==> config.mk <==
export PLATFORM = sky130hd
export DESIGN_NAME = acr_regs
export DESIGN_NICKNAME = d
export VERILOG_FILES = /design/src/acr_pkg.sv /design/src/acr_regs.sv
export SDC_FILE = /design/constraint.sdc
export NUM_CORES = 1
export LEC_CHECK = 0
export BUFFER_PORTS_ARGS = -buffer_cell sky130_fd_sc_hd__buf_4
export CORE_ASPECT_RATIO = 1.4
export CORE_MARGIN = 4
export CORE_UTILIZATION = 33
export DETAILED_ROUTE_END_ITERATION = 6
export GPL_TIMING_DRIVEN = 0
export SLEW_MARGIN = 5
export SYNTH_ARGS = -nofsm -noshare
export SYNTH_HDL_FRONTEND = slang
export SYNTH_SLANG_ARGS = --single-unit
export TNS_END_PERCENT = 10
==> constraint.sdc <==
create_clock -name mclk -period 3.4 [get_ports mclk]
set_input_delay 0.34 -clock mclk [delete_from_list [all_inputs] [get_ports mclk]]
set_output_delay 0.34 -clock mclk [all_outputs]
set_load 0.02 [all_outputs]
==> src/acr_pkg.sv <==
// Constants, codes and carrier types of the converter control register bank
package acr_pkg;

  // Register offsets
  localparam logic [7:0] ADDR_PORT_CFG   = 8'h00;
  localparam logic [7:0] ADDR_CHAN_INDEX = 8'h10;
  localparam logic [7:0] ADDR_POWER      = 8'h25;
  localparam logic [7:0] ADDR_SKEW       = 8'h70;
  localparam logic [7:0] ADDR_SLIP       = 8'h71;
  localparam logic [7:0] ADDR_DIVISOR    = 8'h72;
  localparam logic [7:0] ADDR_OUT_A      = 8'h73;
  localparam logic [7:0] ADDR_OUT_B      = 8'h74;
  localparam logic [7:0] ADDR_STATUS     = 8'h75;
  localparam logic [7:0] ADDR_TEST_CTRL  = 8'hC0;
  localparam logic [7:0] ADDR_USER1_LO   = 8'hC2;
  localparam logic [7:0] ADDR_USER1_HI   = 8'hC3;
  localparam logic [7:0] ADDR_USER2_LO   = 8'hC4;
  localparam logic [7:0] ADDR_USER2_HI   = 8'hC5;

  // Field positions
  localparam int SOFT_RESET_BIT = 5;
  localparam int DLL_RANGE_BIT  = 6;
  localparam int DDR_EN_BIT     = 4;
  localparam int DRIVE_LSB      = 5;
  localparam int TMODE_LSB      = 6;

  // Reset values
  localparam logic [7:0] RESET_BYTE = 8'h00;

  // One-hot control field codes shared by power, divider, drive and coding
  localparam logic [2:0] CODE_PIN = 3'h0;
  localparam logic [2:0] CODE_A   = 3'h1;
  localparam logic [2:0] CODE_B   = 3'h2;
  localparam logic [2:0] CODE_C   = 3'h4;

  // Tri-level pin levels as seen by the logic
  localparam logic [1:0] PIN_LOW  = 2'h0;
  localparam logic [1:0] PIN_MID  = 2'h1;
  localparam logic [1:0] PIN_HIGH = 2'h2;

  // Fixed test words
  localparam logic [15:0] WORD_MID   = 16'h8000;
  localparam logic [15:0] WORD_ONES  = 16'hFFFF;
  localparam logic [15:0] WORD_ZEROS = 16'h0000;
  localparam logic [15:0] WORD_CHK_A = 16'hAAAA;
  localparam logic [15:0] WORD_CHK_B = 16'h5555;

  // Test pattern selector
  typedef enum logic [3:0] {
    PAT_OFF   = 4'h0,
    PAT_MID   = 4'h1,
    PAT_POS   = 4'h2,
    PAT_NEG   = 4'h3,
    PAT_CHECK = 4'h4,
    PAT_RSV5  = 4'h5,
    PAT_RSV6  = 4'h6,
    PAT_ONEZ  = 4'h7,
    PAT_USER  = 4'h8
  } acr_pattern_t;

  // Decoded modes
  typedef enum logic [1:0] {
    PWR_NORMAL = 2'h0,
    PWR_NAP    = 2'h1,
    PWR_SLEEP  = 2'h2
  } acr_power_t;

  typedef enum logic [1:0] {
    DRV_LVDS_2MA = 2'h0,
    DRV_LVDS_3MA = 2'h1,
    DRV_LVCMOS   = 2'h2
  } acr_drive_t;

  typedef enum logic [1:0] {
    FMT_TWOS   = 2'h0,
    FMT_GRAY   = 2'h1,
    FMT_BINARY = 2'h2
  } acr_coding_t;

  // Register access request from the serial port front end
  typedef struct packed {
    logic       wr;
    logic       rd;
    logic [7:0] addr;
    logic [7:0] wdata;
  } acr_req_t;

  // Effective settings handed to the converter and output stages
  typedef struct packed {
    acr_power_t  power0;
    acr_power_t  power1;
    acr_drive_t  drive;
    acr_coding_t coding;
    logic        ddr_en;
    logic        dll_fast;
    logic [7:0]  skew;
  } acr_cfg_t;

endpackage

==> src/acr_regs.sv <==
// Converter control register bank: modes, divider, output setup and test patterns
`timescale 1ns/1ps
`default_nettype none

module acr_regs
  import acr_pkg::*;
#(
  parameter int NUM_CONV  = 2,  // Converter cores behind the index register
  parameter int MAX_DIV   = 4   // Largest clock divisor supported
) (
  input  wire logic        mclk,            // Sample clock, 25 MHz
  input  wire logic        rst_n,           // Asynchronous reset, active low
  input  wire acr_req_t    req,             // Register read or write request
  output logic [7:0]       rd_data,         // Read data, one cycle after rd
  output logic             rd_valid,        // Read data qualifier
  input  wire logic [1:0]  power_mode_pin,  // Tri-level power pin
  input  wire logic [1:0]  divisor_select_pin, // Tri-level divider pin
  input  wire logic [1:0]  output_drive_pin,   // Tri-level output mode pin
  input  wire logic [1:0]  output_coding_pin,  // Tri-level output coding pin
  output acr_cfg_t         cfg,             // Effective settings
  output logic [2:0]       divisor,         // Effective divisor 1, 2 or 4
  output logic             div_tick,        // Rising edge of divided clock
  output logic             test_active,     // Test pattern replaces data
  output logic [15:0]      test_word        // Test word on the output bus
);

  // Elaboration checks: the index bits and the divider serve these sizes only
  if (NUM_CONV != 2) begin : g_bad_conv
    $error("acr_regs serves exactly two converters");
  end
  if (MAX_DIV != 4) begin : g_bad_div
    $error("acr_regs divider serves divisor 4 at most");
  end

  ////////////////////////////////////////////////////////////////////////////
  // Register storage
  // Fields live here as written; decoding happens further down
  logic [7:0]  port_cfg_q;        // Port configuration
  logic [1:0]  chan_index_q;      // One bit per converter
  logic [2:0]  power_q [2];       // Per converter power field
  logic [7:0]  skew_q;            // Core skew trim
  logic [2:0]  divisor_q;         // Divider field
  logic [7:0]  out_a_q;           // Drive and coding fields
  logic [7:0]  out_b_q;           // Last value written to DDR control
  logic [7:0]  status_q;          // Live DLL and DDR state
  logic [7:0]  test_ctrl_q;       // Test mode and pattern
  logic [15:0] user1_q;           // First user word
  logic [15:0] user2_q;           // Second user word
  logic        soft_rst;          // Soft reset request this cycle
  logic        wr_hit;            // Write strobe qualifier

  // Every write is taken at once; the front end inserts no wait states
  assign wr_hit   = req.wr;
  // Address decode is exact; no offset is aliased onto another
  // Self-clearing bit: a write with it set is the reset itself
  assign soft_rst = wr_hit && (req.addr == ADDR_PORT_CFG) && req.wdata[SOFT_RESET_BIT];

  ////////////////////////////////////////////////////////////////////////////
  // Port configuration, soft reset bit never stored
  // Only the soft reset bit acts; the other bits are kept for read back
  always_ff @(posedge mclk or negedge rst_n) begin
    if (!rst_n) begin
      port_cfg_q <= RESET_BYTE;
    end else if (soft_rst) begin
      port_cfg_q <= RESET_BYTE;
    end else if (wr_hit && req.addr == ADDR_PORT_CFG) begin
      port_cfg_q <= req.wdata;
    end
  end

  // Channel index, defaults to no converter addressed
  // Both bits set would address both cores; the host must not do that
  always_ff @(posedge mclk or negedge rst_n) begin
    if (!rst_n) begin
      chan_index_q <= RESET_BYTE[1:0];
    end else if (soft_rst) begin
      chan_index_q <= RESET_BYTE[1:0];
    end else if (wr_hit && req.addr == ADDR_CHAN_INDEX) begin
      chan_index_q <= req.wdata[1:0];
    end
  end

  // Per converter power field, written only where the index points
  // Left out of the soft reset so a running system keeps its power state
  // One field per core, picked through the index bits
  genvar gi;
  generate
    for (gi = 0; gi < 2; gi++) begin : g_power
      always_ff @(posedge mclk or negedge rst_n) begin
        if (!rst_n) begin
          power_q[gi] <= CODE_PIN;
        end else if (wr_hit && req.addr == ADDR_POWER && chan_index_q[gi]) begin
          power_q[gi] <= req.wdata[2:0];
        end
        // Soft reset deliberately absent here
      end
    end
  endgenerate

  // Skew trim
  // The trim reaches the cores one cycle later through cfg
  always_ff @(posedge mclk or negedge rst_n) begin
    if (!rst_n) begin
      skew_q <= RESET_BYTE;
    end else if (soft_rst) begin
      skew_q <= RESET_BYTE;
    end else if (wr_hit && req.addr == ADDR_SKEW) begin
      skew_q <= req.wdata;
    end
  end

  // Divider and output mode fields survive soft reset
  // A new divisor acts at once; the counter wraps at the new end count
  always_ff @(posedge mclk or negedge rst_n) begin
    if (!rst_n) begin
      divisor_q <= CODE_PIN;
      out_a_q   <= RESET_BYTE;
    end else begin
      if (wr_hit && req.addr == ADDR_DIVISOR) begin
        divisor_q <= req.wdata[2:0];
      end
      if (wr_hit && req.addr == ADDR_OUT_A) begin
        out_a_q <= req.wdata;
      end
    end
  end

  // DDR control: the written word folds into the live state by XOR, so a
  // host writing (B ^ status ^ wanted) leaves status equal to wanted
  // Bit 6 picks the DLL range and bit 4 turns on double data rate
  // Writes to the status offset itself are ignored
  always_ff @(posedge mclk or negedge rst_n) begin
    if (!rst_n) begin
      out_b_q  <= RESET_BYTE;
      status_q <= RESET_BYTE;
    end else if (soft_rst) begin
      out_b_q  <= RESET_BYTE;
      status_q <= RESET_BYTE;
    end else if (wr_hit && req.addr == ADDR_OUT_B) begin
      out_b_q  <= req.wdata;
      status_q <= req.wdata ^ out_b_q ^ status_q;
    end
  end

  // Test control and user words
  // User bytes are independent, so a word shows a mix while rewritten
  always_ff @(posedge mclk or negedge rst_n) begin
    if (!rst_n) begin
      test_ctrl_q <= RESET_BYTE;
      user1_q     <= {RESET_BYTE, RESET_BYTE};
      user2_q     <= {RESET_BYTE, RESET_BYTE};
    end else if (soft_rst) begin
      test_ctrl_q <= RESET_BYTE;
      user1_q     <= {RESET_BYTE, RESET_BYTE};
      user2_q     <= {RESET_BYTE, RESET_BYTE};
    end else if (wr_hit) begin
      unique case (req.addr)
        ADDR_TEST_CTRL: test_ctrl_q    <= req.wdata;
        ADDR_USER1_LO:  user1_q[7:0]   <= req.wdata;
        ADDR_USER1_HI:  user1_q[15:8]  <= req.wdata;
        ADDR_USER2_LO:  user2_q[7:0]   <= req.wdata;
        ADDR_USER2_HI:  user2_q[15:8]  <= req.wdata;
        default: ;
      endcase
    end
  end

  ////////////////////////////////////////////////////////////////////////////
  // Field decode: a legal register code wins, 000 or a reserved code falls
  // back to the pin so the outputs never sit in an undefined mode
  // Pin level three is not a legal tri-level state and reads as low
  function automatic logic [1:0] pick(input logic [2:0] code, input logic [1:0] pin);
    logic [1:0] sel;
    sel = (pin == PIN_HIGH) ? 2'h2 : ((pin == PIN_MID) ? 2'h1 : 2'h0);
    unique case (code)
      CODE_A:  pick = 2'h0;
      CODE_B:  pick = 2'h1;
      CODE_C:  pick = 2'h2;
      default: pick = sel;
    endcase
  endfunction

  logic [1:0] div_sel;  // 0 divide 1, 1 divide 2, 2 divide 4

  // Effective settings, registered so the outputs come from flip-flops
  // One cycle of latency buys glitch-free outputs; reserved codes never
  // reach the enums, so every output names a legal mode
  always_ff @(posedge mclk or negedge rst_n) begin
    if (!rst_n) begin
      cfg <= '0;
    end else begin
      cfg.power0   <= acr_power_t'(pick(power_q[0], power_mode_pin));
      cfg.power1   <= acr_power_t'(pick(power_q[1], power_mode_pin));
      cfg.drive    <= acr_drive_t'(pick(out_a_q[DRIVE_LSB +: 3], output_drive_pin));
      cfg.coding   <= acr_coding_t'(pick(out_a_q[2:0], output_coding_pin));
      cfg.ddr_en   <= status_q[DDR_EN_BIT];
      cfg.dll_fast <= status_q[DLL_RANGE_BIT];
      cfg.skew     <= skew_q;
    end
  end

  // Combinational so the counter compares against the current end count
  assign div_sel = pick(divisor_q, divisor_select_pin);

  ////////////////////////////////////////////////////////////////////////////
  // Clock divider with phase slip; a slip adds one extra count so the next
  // rising edge of the divided clock comes one input cycle early
  // The counter runs from zero to divisor minus one and ticks as it wraps;
  // divide by one ticks every cycle, so a slip there has nothing to advance
  logic [1:0] div_cnt_q;   // Phase within the divided period
  logic [2:0] div_last;    // Divisor minus one
  logic       slip_req;    // Write to slip register

  assign slip_req = wr_hit && (req.addr == ADDR_SLIP);
  assign div_last = (3'h1 << div_sel) - 3'h1;

  always_ff @(posedge mclk or negedge rst_n) begin
    if (!rst_n) begin
      div_cnt_q <= 2'h0;
      div_tick  <= 1'b0;
      divisor   <= 3'h1;
    end else begin
      divisor <= 3'h1 << div_sel;
      // Divisor output follows the decoded field one cycle later
      if ({1'b0, div_cnt_q} >= div_last) begin
        // A slip on the edge cycle starts the next period one count in
        div_cnt_q <= slip_req ? 2'h1 : 2'h0;
        div_tick  <= 1'b1;
      end else if (slip_req && {1'b0, div_cnt_q} + 3'h1 >= div_last) begin
        // Skip the last count: edge advances one cycle
        div_cnt_q <= 2'h0;
        div_tick  <= 1'b1;
      end else begin
        div_cnt_q <= div_cnt_q + (slip_req ? 2'h2 : 2'h1);
        div_tick  <= 1'b0;
      end
    end
  end

  ////////////////////////////////////////////////////////////////////////////
  // Test pattern generator; alternation steps on the divided clock so each
  // output sample sees one word
  // Single word patterns and reserved modes stay static on the first word
  logic [15:0] word1;      // First pattern word
  logic [15:0] word2;      // Second pattern word
  logic        two_words;  // Pattern has a second word
  logic        pat_on;     // Pattern selected
  logic        phase_q;    // Which word is on the bus

  // Default to pattern on with zero words; each selection overrides what it uses
  always_comb begin
    word1     = WORD_ZEROS;
    word2     = WORD_ZEROS;
    two_words = 1'b0;
    pat_on    = 1'b1;
    unique case (test_ctrl_q[3:0])
      PAT_MID:   word1 = WORD_MID;
      PAT_POS:   word1 = WORD_ONES;
      PAT_NEG:   word1 = WORD_ZEROS;
      PAT_CHECK: begin
        word1     = WORD_CHK_A;
        word2     = WORD_CHK_B;
        two_words = 1'b1;
      end
      PAT_ONEZ: begin
        word1     = WORD_ONES;
        word2     = WORD_ZEROS;
        two_words = 1'b1;
      end
      PAT_USER: begin
        word1     = user1_q;
        word2     = user2_q;
        two_words = 1'b1;
      end
      // Off and reserved selections leave live data on the bus
      default:   pat_on = 1'b0;
    endcase
  end

  always_ff @(posedge mclk or negedge rst_n) begin
    if (!rst_n) begin
      phase_q     <= 1'b0;
      test_active <= 1'b0;
      test_word   <= WORD_ZEROS;
    end else begin
      // Registered so the bus never sees decode glitches
      test_active <= pat_on;
      // Alternate only in mode 01; reserved modes stay static
      if (pat_on && two_words && test_ctrl_q[TMODE_LSB +: 2] == 2'h1) begin
        if (div_tick) begin
          phase_q <= ~phase_q;
        end
        test_word <= phase_q ? word2 : word1;
      end else begin
        phase_q   <= 1'b0;
        test_word <= pat_on ? word1 : WORD_ZEROS;
      end
    end
  end

  ////////////////////////////////////////////////////////////////////////////
  // Read path, one cycle latency; unmapped addresses read zero
  // Data is captured only on a read so it holds until the next one
  logic [7:0] rd_mux;
  logic [2:0] power_rd;    // Field of the indexed converter

  always_comb begin
    // Power read shows the indexed core, or pin control when none is
    power_rd = chan_index_q[0] ? power_q[0] : (chan_index_q[1] ? power_q[1] : CODE_PIN);
    unique case (req.addr)
      ADDR_PORT_CFG:   rd_mux = port_cfg_q;
      ADDR_CHAN_INDEX: rd_mux = {6'h00, chan_index_q};
      ADDR_POWER:      rd_mux = {5'h00, power_rd};
      ADDR_SKEW:       rd_mux = skew_q;
      ADDR_DIVISOR:    rd_mux = {5'h00, divisor_q};
      ADDR_OUT_A:      rd_mux = out_a_q;
      ADDR_OUT_B:      rd_mux = out_b_q;
      ADDR_STATUS:     rd_mux = status_q;
      ADDR_TEST_CTRL:  rd_mux = test_ctrl_q;
      ADDR_USER1_LO:   rd_mux = user1_q[7:0];
      ADDR_USER1_HI:   rd_mux = user1_q[15:8];
      ADDR_USER2_LO:   rd_mux = user2_q[7:0];
      ADDR_USER2_HI:   rd_mux = user2_q[15:8];
      default:         rd_mux = RESET_BYTE;
    endcase
  end

  always_ff @(posedge mclk or negedge rst_n) begin
    if (!rst_n) begin
      rd_data  <= RESET_BYTE;
      rd_valid <= 1'b0;
    end else begin
      // One valid pulse pairs with each read strobe
      rd_valid <= req.rd;
      if (req.rd) begin
        rd_data <= rd_mux;
      end
    end
  end

endmodule

`default_nettype wire

==> results of run 1 <==
-- stage by stage --
stage	worst slack (ns)	utilization	power, mW	cell area [um2]	hold slack, ns
2_1_floorplan	1.03	-	2.17	7180	0.0444
3_3_place_gp	0.795	0.377	2.37	8020	0.401
3_5_place_dp	0.761	0.378	2.38	8050	0.329
4_1_cts	0.754	0.408	4.37	8680	0.0251
5_1_grt	0.492	0.408	4.50	8680	0.0231
6_report	0.729	0.408	4.33	8680	0.0362
-- layout by cell type (no fill, tap or decap), types with 4 or more instances in the layout --
master | synthesis | layout
nand3_1 | 16 | 16
a21o_1 | 7 | 7
nand3_2 | 8 | 8
mux2_2 | 26 | 26
or3_1 | 8 | 8
dfrtp_1 | 141 | 141
clkbuf_16 | 0 | 17
and3_1 | 6 | 6
clkbuf_1 | 17 | 19
buf_6 | 4 | 5
inv_1 | 10 | 10
a21oi_1 | 46 | 46
o22ai_1 | 5 | 5
xnor2_1 | 11 | 11
buf_4 | 14 | 82
a31oi_1 | 6 | 6
ha_1 | 5 | 5
mux2i_1 | 44 | 44
o21ai_0 | 28 | 28
nor2_1 | 70 | 70
a32oi_1 | 4 | 4
a22oi_1 | 11 | 11
nand2_1 | 56 | 56
o221a_2 | 8 | 8
buf_2 | 9 | 9
nor2b_1 | 8 | 8
a32o_1 | 4 | 4
a222oi_1 | 4 | 4
o32ai_1 | 6 | 6
a22o_1 | 12 | 12
xor2_1 | 5 | 5
bufinv_16 | 0 | 4
nand2b_1 | 9 | 9
-- cells in the mapped netlist, drive strengths merged, types with 3 or more instances --
cell	count	area share
a22oi	11	0.012
ha	5	0.0087
buf	28	0.028
nor4b	4	0.0099
mux2	27	0.042
a21oi	46	0.032
or3	8	0.0070
xnor2	11	0.013
o221a	8	0.013
nor2	70	0.037
a211oi	3	0.0045
a2111oi	3	0.0063
and3b	3	0.0037
nor3b	4	0.0049
nor2b	8	0.0070
a32o	4	0.0056
and4bb	3	0.0052
xor2	5	0.0061
o21ai	29	0.021
o22ai	5	0.0044
a222oi	4	0.0056
a31oi	6	0.0052
mux2i	44	0.061
dfrtp	141	0.49
and2	4	0.0035
a22o	12	0.015
inv	10	0.0052
nand3	24	0.022
nor3	4	0.0044
o211ai	3	0.0031
clkbuf	17	0.0089
nand2	56	0.029
and3	6	0.0052
o32ai	6	0.0073
nand2b	9	0.0078
a32oi	4	0.0049
a21o	8	0.0094
or2	3	0.0026
-- worst max-delay path: cells and delay by family (launching register included) --
| family | cells | cell delay (ns) |
|---|---|---|
| AND/OR/NAND/NOR | 6 | 1.22 |
| AO/OA/AOI/OAI | 2 | 0.60 |
| adder cells (fa/ha/maj) | 1 | 0.29 |
| flip-flops | 1 | 0.44 |
-- sequential cells by signal, indices dropped and copies added, names as in the netlist --
name,flops
port_cfg_q,8
cfg,18
user1_q,16
chan_index_q,2
rd_valid,1
div_tick,1
phase_q,1
skew_q,8
divisor,3
div_cnt_q,2
test_ctrl_q,8
test_active,1
divisor_q,3
power_q,6
user2_q,16
rd_data,8
out_a_q,8
status_q,8
test_word,16
out_b_q,8
-- how the worst max path moves through the flow --
| stage | cells past startpoint | start | endpoint | slack (ns) |
|---|---|---|---|---|
| detailed placement | 9 | divisor_q[0] | div_tick | 0.76 |
| global route | 9 | divisor_q[1] | div_tick | 0.49 |
| finish | 9 | divisor_q[0] | div_tick | 0.73 |
| CTS | 9 | divisor_q[0] | div_tick | 0.75 |
| floorplan | 9 | divisor_q[0] | div_tick | 1.03 |
| global placement | 10 | divisor_select_pin[1] | div_tick | 0.79 |
-- power by group through the flow --
stage,clock network [mW],registers [mW],logic (mW)
5_1_grt,2.07,1.86,0.563
3_5_place_dp,0,1.88,0.504
6_report,1.97,1.85,0.502
4_1_cts,2.01,1.85,0.507
2_1_floorplan,0,1.89,0.282
3_3_place_gp,0,1.88,0.488
-- final cells by class --
| type | instances | area share |
|---|---|---|
| Clock inverter | 13 | 0.0216 |
| Clock buffer | 19 | 0.0498 |
| Buffer | 45 | 0.0303 |
| Timing Repair Buffer | 71 | 0.0644 |
| Multi-Input combinational cell | 476 | 0.382 |
| Inverter | 11 | 0.00475 |
| Sequential cell | 142 | 0.409 |
| Tap cell | 260 | 0.0375 |
-- logic make-up (layout without fill, tap and decap cells) --
family / Yosys count / in the layout / share of synthesized area
compound gates: 166 / 166 / 0.166
xor+xnor: 16 / 16 / 0.0195
fa+ha+maj: 5 / 5 / 0.00871
buf+inv: 56 / 159 / 0.0423
flops: 142 / 142 / 0.495
mux: 71 / 71 / 0.104
other cells: 1 / 1 / 0.000522
simple gates: 217 / 217 / 0.164
-- metal layers --
metal  share of wire  GRT usage  routed length, um  up-vias
met5               0          0                  0        -
met4           0.034     0.0803                702        0
met3           0.043     0.0356                892       52
met2            0.53      0.321              11200      171
met1            0.39      0.198               8150     2840
li1                -          -                  -     2648
==> metrics, run 1 <==
grt total ovfl=0; Mapped Nets=slightly above 700; Rel. slew slack=0.295; Clock transition at path regs=roughly 0.060 ns; Sw Pwr=between 1 and 1.5 mW; most used cell, CP=or2_2; most used flip-flop cell after synthesis=dfrtp_1; max-slew violations=0; CTS H-tree lvls=4; CTS tree=yes; IO buf count=69; Non-Filler Instances=approximately 1,000; Final min period=around 2.7 ns; CP required=approximately 3.7 ns; post-DR wirelength/cell=slightly above 20 um; clock sink count=~140; Die W=between 100 and 150 um; post-route setup TNS=0 ns; CP Max Fanout=6; #FFs+latches synth=roughly 140; yosys warns=0; later-pin clock latency in the skew report=around 0.42 ns; largest net degree at the start of global routing=90; Cell Area, Synth=around 7200 um2; Layout area overhead=21.0%; vias in the first global route=approximately 6,000; fmax=roughly 370 MHz; clk_skew=about 0.010 ns; Worst VDD drop=0.000292 V; multi-input logic area=roughly 3300 um2; Layout Nets=approximately 800; first drt pass iteration count=6; full die area=approximately 24,000 um2; final setup fails=0; cts hold-fix bufs=1; Crit-path slowest cell=dfrtp_1; Tcrit/Tclk final=0.786; initial core utilization=0.337; final wirelength=about 21,000 um; HPWL after DPL=15,300 um; final hold vios=0; first-pass GRT wire length=around 33,000 um; Least-Margin Pin Slew=roughly 1.1 ns; Worst setup SP type=flop; post-route ant nets=0; core area=between 20,000 and 25,000 um2; Seq/Total Area, Yosys=0.495; Tot GR Track Use=0.176; CP Cell Sequence=and2_0, o21ai_0, nand2_1, or2_2, ha_1, nand2b_1, a31oi_1, nor2_1, or2_2; number of synthesized flops with an enable pin=0; Post-Syn Instances=approximately 670; switching part of the total=0.257; fillers=between 2,000 and 2,500; r2r setup slk=around 0.73 ns; R2R depth=9; max-cap viol count=0; FF+latch area=approximately 3600 um2; Crit. End Element=flop; Ant. Diodes=0; WHS Path Cells=1; total leakage power=approximately 4.3 nW; Cell variety after synth=between 70 and 80; Placer Congestion=between 0.9 and 1; Power Dens Cells=about 500 nW/um2; combinational share of power=0.116; Die Ht=around 180 um; hold_sp=req[16]; end of the worst hold path=rd_valid; startpoint of the worst-slack reg-to-reg timing path=divisor_q[0]; DRC viols=0; Internal Power=between 3 and 4 mW; postcts setup bufs=0; Async S/R FF share, synth=1.00; cell row count=63; slowest stage delay, CP=0.44 ns; Clk pwr share=0.456; Hold Path Class=in2reg; Post-Place Cells=~1,000; crit path kind=reg2reg; RSZ-0062 raised after global routing=no; vias per inst=5.51; share of cells above drive strength 1=0.242; Iteration-0 DRC Markers=294; antenna violations before repair=0; clock buffer count from CTS=17; mean post-synth cell area=approximately 11 um2; I/O Pins=between 70 and 80; sequential share of power=0.428; CP arrival=around 3 ns; outcome=finished clean; CTS Buffer Depth=2; # resized after CTS=0; routed via count=5,711; Critical R2R Capture=div_tick; CTS Root Cell=clkbuf_16
(Power assumes the default switching activity.)
==> inputs of run 2 (changes only) <==
--- a/config.mk
+++ b/config.mk
@@ -5,6 +5,7 @@
 export SDC_FILE = /design/constraint.sdc
 export NUM_CORES = 1
 export LEC_CHECK = 0
+export ABC_AREA = 1
 export BUFFER_PORTS_ARGS = -buffer_cell sky130_fd_sc_hd__buf_4
 export CORE_ASPECT_RATIO = 1.4
 export CORE_MARGIN = 4
==> constraint.sdc (replaced) <==
create_clock -name mclk -period 2.5 [get_ports mclk]
set_input_delay 0.25 -clock mclk [delete_from_list [all_inputs] [get_ports mclk]]
set_output_delay 0.25 -clock mclk [all_outputs]
set_load 0.02 [all_outputs]
==> metrics, run 2 <==
full die area=23,400 um2 (-3.4%); Worst setup SP type=flop; later-pin clock latency in the skew report=0.42 ns (about the same); Layout area overhead=21.5%; Final min period=2.01 ns (-0.658 ns); Post-Synth Simple-Gate Area=0.274 (+0.110); Placer Congestion=0.923 (+0.93%); met3 GRT Util=0.0288 (-0.00681); area leader, netlist=dfrtp_1; post-route setup TNS=0 ns (unchanged); Clock transition at path regs=0.06 ns (about the same); Crit. End Element=flop; share of the synthesized area in the top cell type=0.510 (+0.0184); Compound-Gate Fraction of Synth Area=0.130 (-0.0357); max-slew violations=0 (unchanged); clk_skew=0.00900 ns (-0.000955 ns); minimum hold slack=0.0205 ns (-0.0157 ns); CP Launch Point=divisor_q[2]; max-cap viol count=0 (unchanged); #FFs+latches synth=142 (unchanged); Adder-Cell Fraction of Synth Area=0.00904 (+0.000326); startpoint of the worst-slack reg-to-reg timing path=divisor_q[2]; global-route track usage on met2=0.330 (+0.00885); most frequent cells in the layout=nand2_1 (224), dfrtp_1 (141), nand3_1 (91); cts hold-fix bufs=2 (+1); CTS Buffer Depth=2 (unchanged); crit path kind=reg2reg; antenna violations before repair=0 (unchanged); vias per inst=5.10 (-7.3%); CP Max Fanout=4 (-2); busiest grt layer=met2; vias in the first global route=5,826 (-2.8%); final hold vios=0 (unchanged); post-DR wirelength/cell=17.7 um (-12%); postcts setup bufs=0 (unchanged); total leakage power=4.21 nW (-2.0%); hold_sp=output_coding_pin[1]; first-pass GRT wire length=32,500 um (-2.3%); largest net degree at the start of global routing=86 (-4.4%); Power Dens Cells=685 nW/um2 (+38%); HPWL after DPL=15,500 um (+1.3%); most used flip-flop cell after synthesis=dfrtp_1; initial core utilization=0.337 (-0.000691); Seq/Total Area, Yosys=0.514 (+0.0185); share of cells above drive strength 1=0.192 (-0.0501); Async S/R FF share, synth=1.00 (unchanged); IO buf count=74 (+7.2%); Post-Syn Instances=829 (+23%); # resized after CTS=0 (unchanged); top cells by count, synth=nand2_1 (224), dfrtp_1 (141), nand3_1 (91); number of synthesized flops with an enable pin=0 (unchanged); Mapped Nets=862 (+22%); clock buffer count from CTS=17 (unchanged); CTS tree=yes; grt met1 use=0.216 (+0.0189); largest register by flop count=cfg; clock sink count=142 (unchanged); Tot GR Track Use=0.183 (+0.00682); Die W=130 um (-1.7%); fmax=497 MHz (+33%); Tcrit/Tclk final=0.805 (+0.0197); CP arrival=2.37 ns (-0.61 ns); top post-synthesis cells by area=dfrtp_1 (51%), nand2_1 (12%), nand3_1 (6.6%); Cell Area, Synth=6920 um2 (-3.6%); most common cell in the netlist=nand2_1; yosys warns=0 (unchanged); Least-Margin Pin Slew=0.808 ns (-0.242 ns); xor/xnor share of the synthesized area=0.0139 (-0.00560); CTS H-tree lvls=4 (unchanged); Ant. Diodes=0 (unchanged); largest family of logic cells by synthesized area=simple AND/OR/NAND/NOR gates; first drt pass iteration count=5 (-1); cell row count=62 (-1.6%); Hold Path Class=in2reg; final setup fails=0 (unchanged); final wirelength=21,100 um (+0.98%); I/O Pins=76 (unchanged); core area=20,600 um2 (-3.4%); Rel. slew slack=0.459 (+0.165); CP required=2.85 ns (-0.86 ns); DRC viols=0 (unchanged); outcome=finished clean; CTS Root Cell=clkbuf_16; post-route ant nets=0 (unchanged); multiplexer area fraction after synthesis=0 (-0.104); most common cell after layout, fill and taps aside=nand2_1; Layout Nets=958 (+20%); max reg flops=18 (unchanged); grt total ovfl=0 (unchanged); Die Ht=179 um (-1.7%); mean post-synth cell area=8.35 um2 (-22%); routed via count=6,095 (+6.7%); Cell variety after synth=43 (-43%); Worst VDD drop=0.000417 V (+43%); Iteration-0 DRC Markers=400 (+36%); RSZ-0062 raised after global routing=no
## run 2: cell count changes in the layout (fill, tap and decap cells not counted), moves of 18 or more
cell     change
nand3_1     +75
nor2_1      -21
o21ai_2     +23
o21ai_1     +21
mux2i_1     -44
inv_1       +51
mux2_2      -26
nand2_1    +168
a21oi_1     -18
o21ai_0     +31
## run 2: critical path: stages, from the launching register on
cell      delay, ns
dfrtp_1        0.44
inv_1          0.10
nand3_1        0.09
nand3_1        0.12
nand2_1        0.10
nor2_1         0.15
inv_1          0.08
ha_1           0.29
inv_1          0.06
nand2_1        0.05
o211ai_1       0.16
nand2_1        0.09
inv_1          0.08
nand2_1        0.07
nor2_1         0.08
## run 2: final timing paths
kind | to | slack (ns) | cells past startpoint
max | div_cnt_q[1] | 0.49 | 14
min | cfg[10] | 0.02 | 2
max reg2reg | div_cnt_q[1] | 0.49 | 14
min reg2reg | cfg[6] | 0.42 | 0
max in group asynchronous | test_word[11] | 1.28 | 3
min in group asynchronous | cfg[2] | 0.37 | 2
## run 2: cells by family after synthesis
kind of cell    Yosys count
simple gates            423
fa+ha+maj                 5
xor+xnor                 11
compound gates          153
flops                   142
other cells               1
buf+inv                  94
## run 2: metal layers
| layer | wire, um | part of all wire |
|---|---|---|
| met1 | 8240 | 0.39 |
| met2 | 11100 | 0.53 |
| met3 | 1070 | 0.051 |
| met4 | 703 | 0.033 |
| met5 | 0 | 0 |
## run 2: final cells by class
| cell class | instances | area, um2 |
|---|---|---|
| Clock inverter | 11 | 109 |
| Clock buffer | 21 | 450 |
| Inverter | 70 | 263 |
| Multi-Input combinational cell | 593 | 2960 |
| Sequential cell | 142 | 3550 |
| Fill cell | 2050 | 12200 |
| Timing Repair Buffer | 77 | 607 |
| Tap cell | 256 | 320 |
| Buffer | 24 | 145 |
## run 2: power breakdown
part	total (mW)	switching, mW	internal (mW)
Combinational	0.735	0.456	0.279
Sequential	2.60	0.138	2.46
Clock	2.42	1.02	1.41
Total	5.76	1.61	4.15
## run 2: through the flow
step	util	std cells	power, mW	worst slack, ns	area, um2
global route	0.409	1194	6.01	0.193	8410
finish	0.409	1194	5.76	0.487	8410
floorplan	-	829	3.05	0.740	6920
detailed placement	0.381	1160	3.38	0.397	7830
global placement	0.379	1159	3.36	0.393	7800
CTS	0.409	1194	5.81	0.461	8410
==> inputs of run 3 (changes only) <==
==> constraint.sdc (replaced) <==
create_clock -name mclk -period 1.85 [get_ports mclk]
set_input_delay 0.185 -clock mclk [delete_from_list [all_inputs] [get_ports mclk]]
set_output_delay 0.185 -clock mclk [all_outputs]
set_load 0.02 [all_outputs]
==> metrics, run 3 (synthesized netlist as in run 2, its figures left out) <==
post-route ant nets=0 (unchanged); vias in the first global route=5,906 (+1.4%); Die Ht=179 um (unchanged); Placer Congestion=0.923 (unchanged); RSZ-0062 raised after global routing=yes; vias per inst=5.13 (+0.54%); Tcrit/Tclk final=1.03 (+0.224); most frequent cells in the layout=nand2_1 (218), dfrtp_1 (139), buf_4 (88); first-pass GRT wire length=32,900 um (+1.0%); met3 WL post-DR=1100 um (+3.2%); final setup fails=4 (+4); antenna violations before repair=0 (unchanged); failing checks=negative setup slack; CP Max Fanout=3 (-1); most common cell after layout, fill and taps aside=nand2_1; Power Dens Cells=914 nW/um2 (+33%); R2R depth=13 (-1); IO buf count=74 (unchanged); CP arrival=2.26 ns (-0.11 ns); Final min period=1.90 ns (-0.110 ns); HPWL after DPL=15,500 um (unchanged); Least-Margin Pin Slew=0.810 ns (+0.00203 ns); cell row count=62 (unchanged); Util after Layout=0.420 (+0.0114); initial core utilization=0.337 (unchanged); WHS Path Cells=2 (unchanged); I/O Pins=76 (unchanged); max reg flops=18 (unchanged); Worst setup SP type=flop; Layout Nets=973 (+1.6%); fmax=525 MHz (+5.8%); share of cells above drive strength 1=0.233 (+0.0411); CP required=2.21 ns (-0.64 ns); met2 wire len=11,300 um (+2.3%); Non-Filler Instances=1,209 (+1.3%); grt total ovfl=0 (unchanged); routed via count=6,205 (+1.8%); final instance area=8640 um2 (+2.8%); max-slew violations=0 (unchanged); post-DR wirelength/cell=17.7 um (-0.11%); CTS Root Cell=clkbuf_16; largest register by flop count=cfg; CTS Buffer Depth=2 (unchanged); post-route setup TNS=-0.147 ns (-0.147 ns); outcome=complete, but fails checks; CTS tree=yes; Post-Place Cells=1,160 (unchanged); Clock transition at path regs=0.06 ns (about the same); crit path kind=reg2reg; Ant. Diodes=0 (unchanged); Crit. End Element=flop; first drt pass iteration count=7 (+2); DRT met1 WL=8130 um (-1.4%); Worst VDD drop=0.000567 V (+36%); later-pin clock latency in the skew report=0.42 ns (about the same); r2r setup slk=-0.05 ns (-0.54 ns); clock sink count=142 (unchanged); DRC viols=0 (unchanged); Iteration-0 DRC Markers=402 (+0.50%); full die area=23,400 um2 (unchanged); placement-stage cell area=7830 um2 (unchanged); Layout area overhead=24.9%; Die W=130 um (unchanged); Hold Path Class=in2reg; clock buffer count from CTS=17 (unchanged); final wirelength=21,300 um (+1.1%); largest net degree at the start of global routing=86 (unchanged); Rel. slew slack=0.458 (-0.00136); total leakage power=4.29 nW (+1.9%); clk_skew=0.0109 ns (+0.00186 ns); core area=20,600 um2 (unchanged); Tot GR Track Use=0.185 (+0.00169); max layer used=met4; final hold vios=0 (unchanged); max-cap viol count=0 (unchanged); Total Power=7.90 mW (+37%); CTS H-tree lvls=4 (unchanged); setup slack after layout=-0.0536 ns (-0.540 ns)
## run 3: cell count changes in the layout (fill, tap and decap cells not counted), sizes merged
cell / before / now
clkinv: 4 / 3
inv: 72 / 73
dlygate4sd3: 2 / 3
buf: 92 / 105
clkbuf: 28 / 29
## run 3: area by class of cell
cell class	count	area, um2
tap	256	320
clock inverter	11	109
fill	2021	11900
sequential	142	3560
timing repair buffer	92	722
clock buffer	21	450
buffer	24	148
inverter	70	265
multi-input combinational	593	3070
## run 3: worst paths after layout
check | endpoint | from
max reg2reg | divisor[0] | divisor_q[2]
min reg2reg | cfg[6] | skew_q[6]
min | cfg[13] | output_drive_pin[1]
max in group asynchronous | test_ctrl_q[1] | rst_n
max | divisor[0] | divisor_q[2]
min in group asynchronous | cfg[2] | rst_n
## run 3: power by group
group	switching (mW)	leakage (nW)	internal, mW
sequential	0.190	1.87	3.33
combinational	0.664	2.16	0.436
clock	1.38	0.261	1.90
## run 3: critical path, cell delays in order (launching register included)
cell and delay (ns):
dfrtp_2 0.42, buf_4 0.14, nand3_4 0.09, nand4_1 0.10, nand2_2 0.11, nor2_4 0.04
buf_4 0.12, buf_4 0.12, buf_4 0.11, buf_4 0.12, buf_4 0.12, buf_4 0.12
buf_4 0.12, buf_4 0.12
## run 3: timing repair
action	4_1_cts	5_1_grt
endpoints found under the setup margin	7	20
setup buffers	12	4
hold buffers	3	0
pin swaps	3	9
endpoints found under the hold margin	59	0
resized for setup	7	29
## run 3: per-stage QoR
stage | hold WS [ns] | worst slack [ns]
floorplan | -0.111 | 0.0897
global placement | 0.304 | -0.192
detailed placement | 0.195 | -0.188
CTS | 0.0167 | -0.0493
global route | 0.0247 | -0.175
finish | 0.0221 | -0.0536
## run 3: metal layers
layer | track usage | up-vias
li1 | - | 2974
met1 | 0.217 | 2973
met2 | 0.335 | 206
met3 | 0.0288 | 52
met4 | 0.0738 | 0
met5 | 0 | -
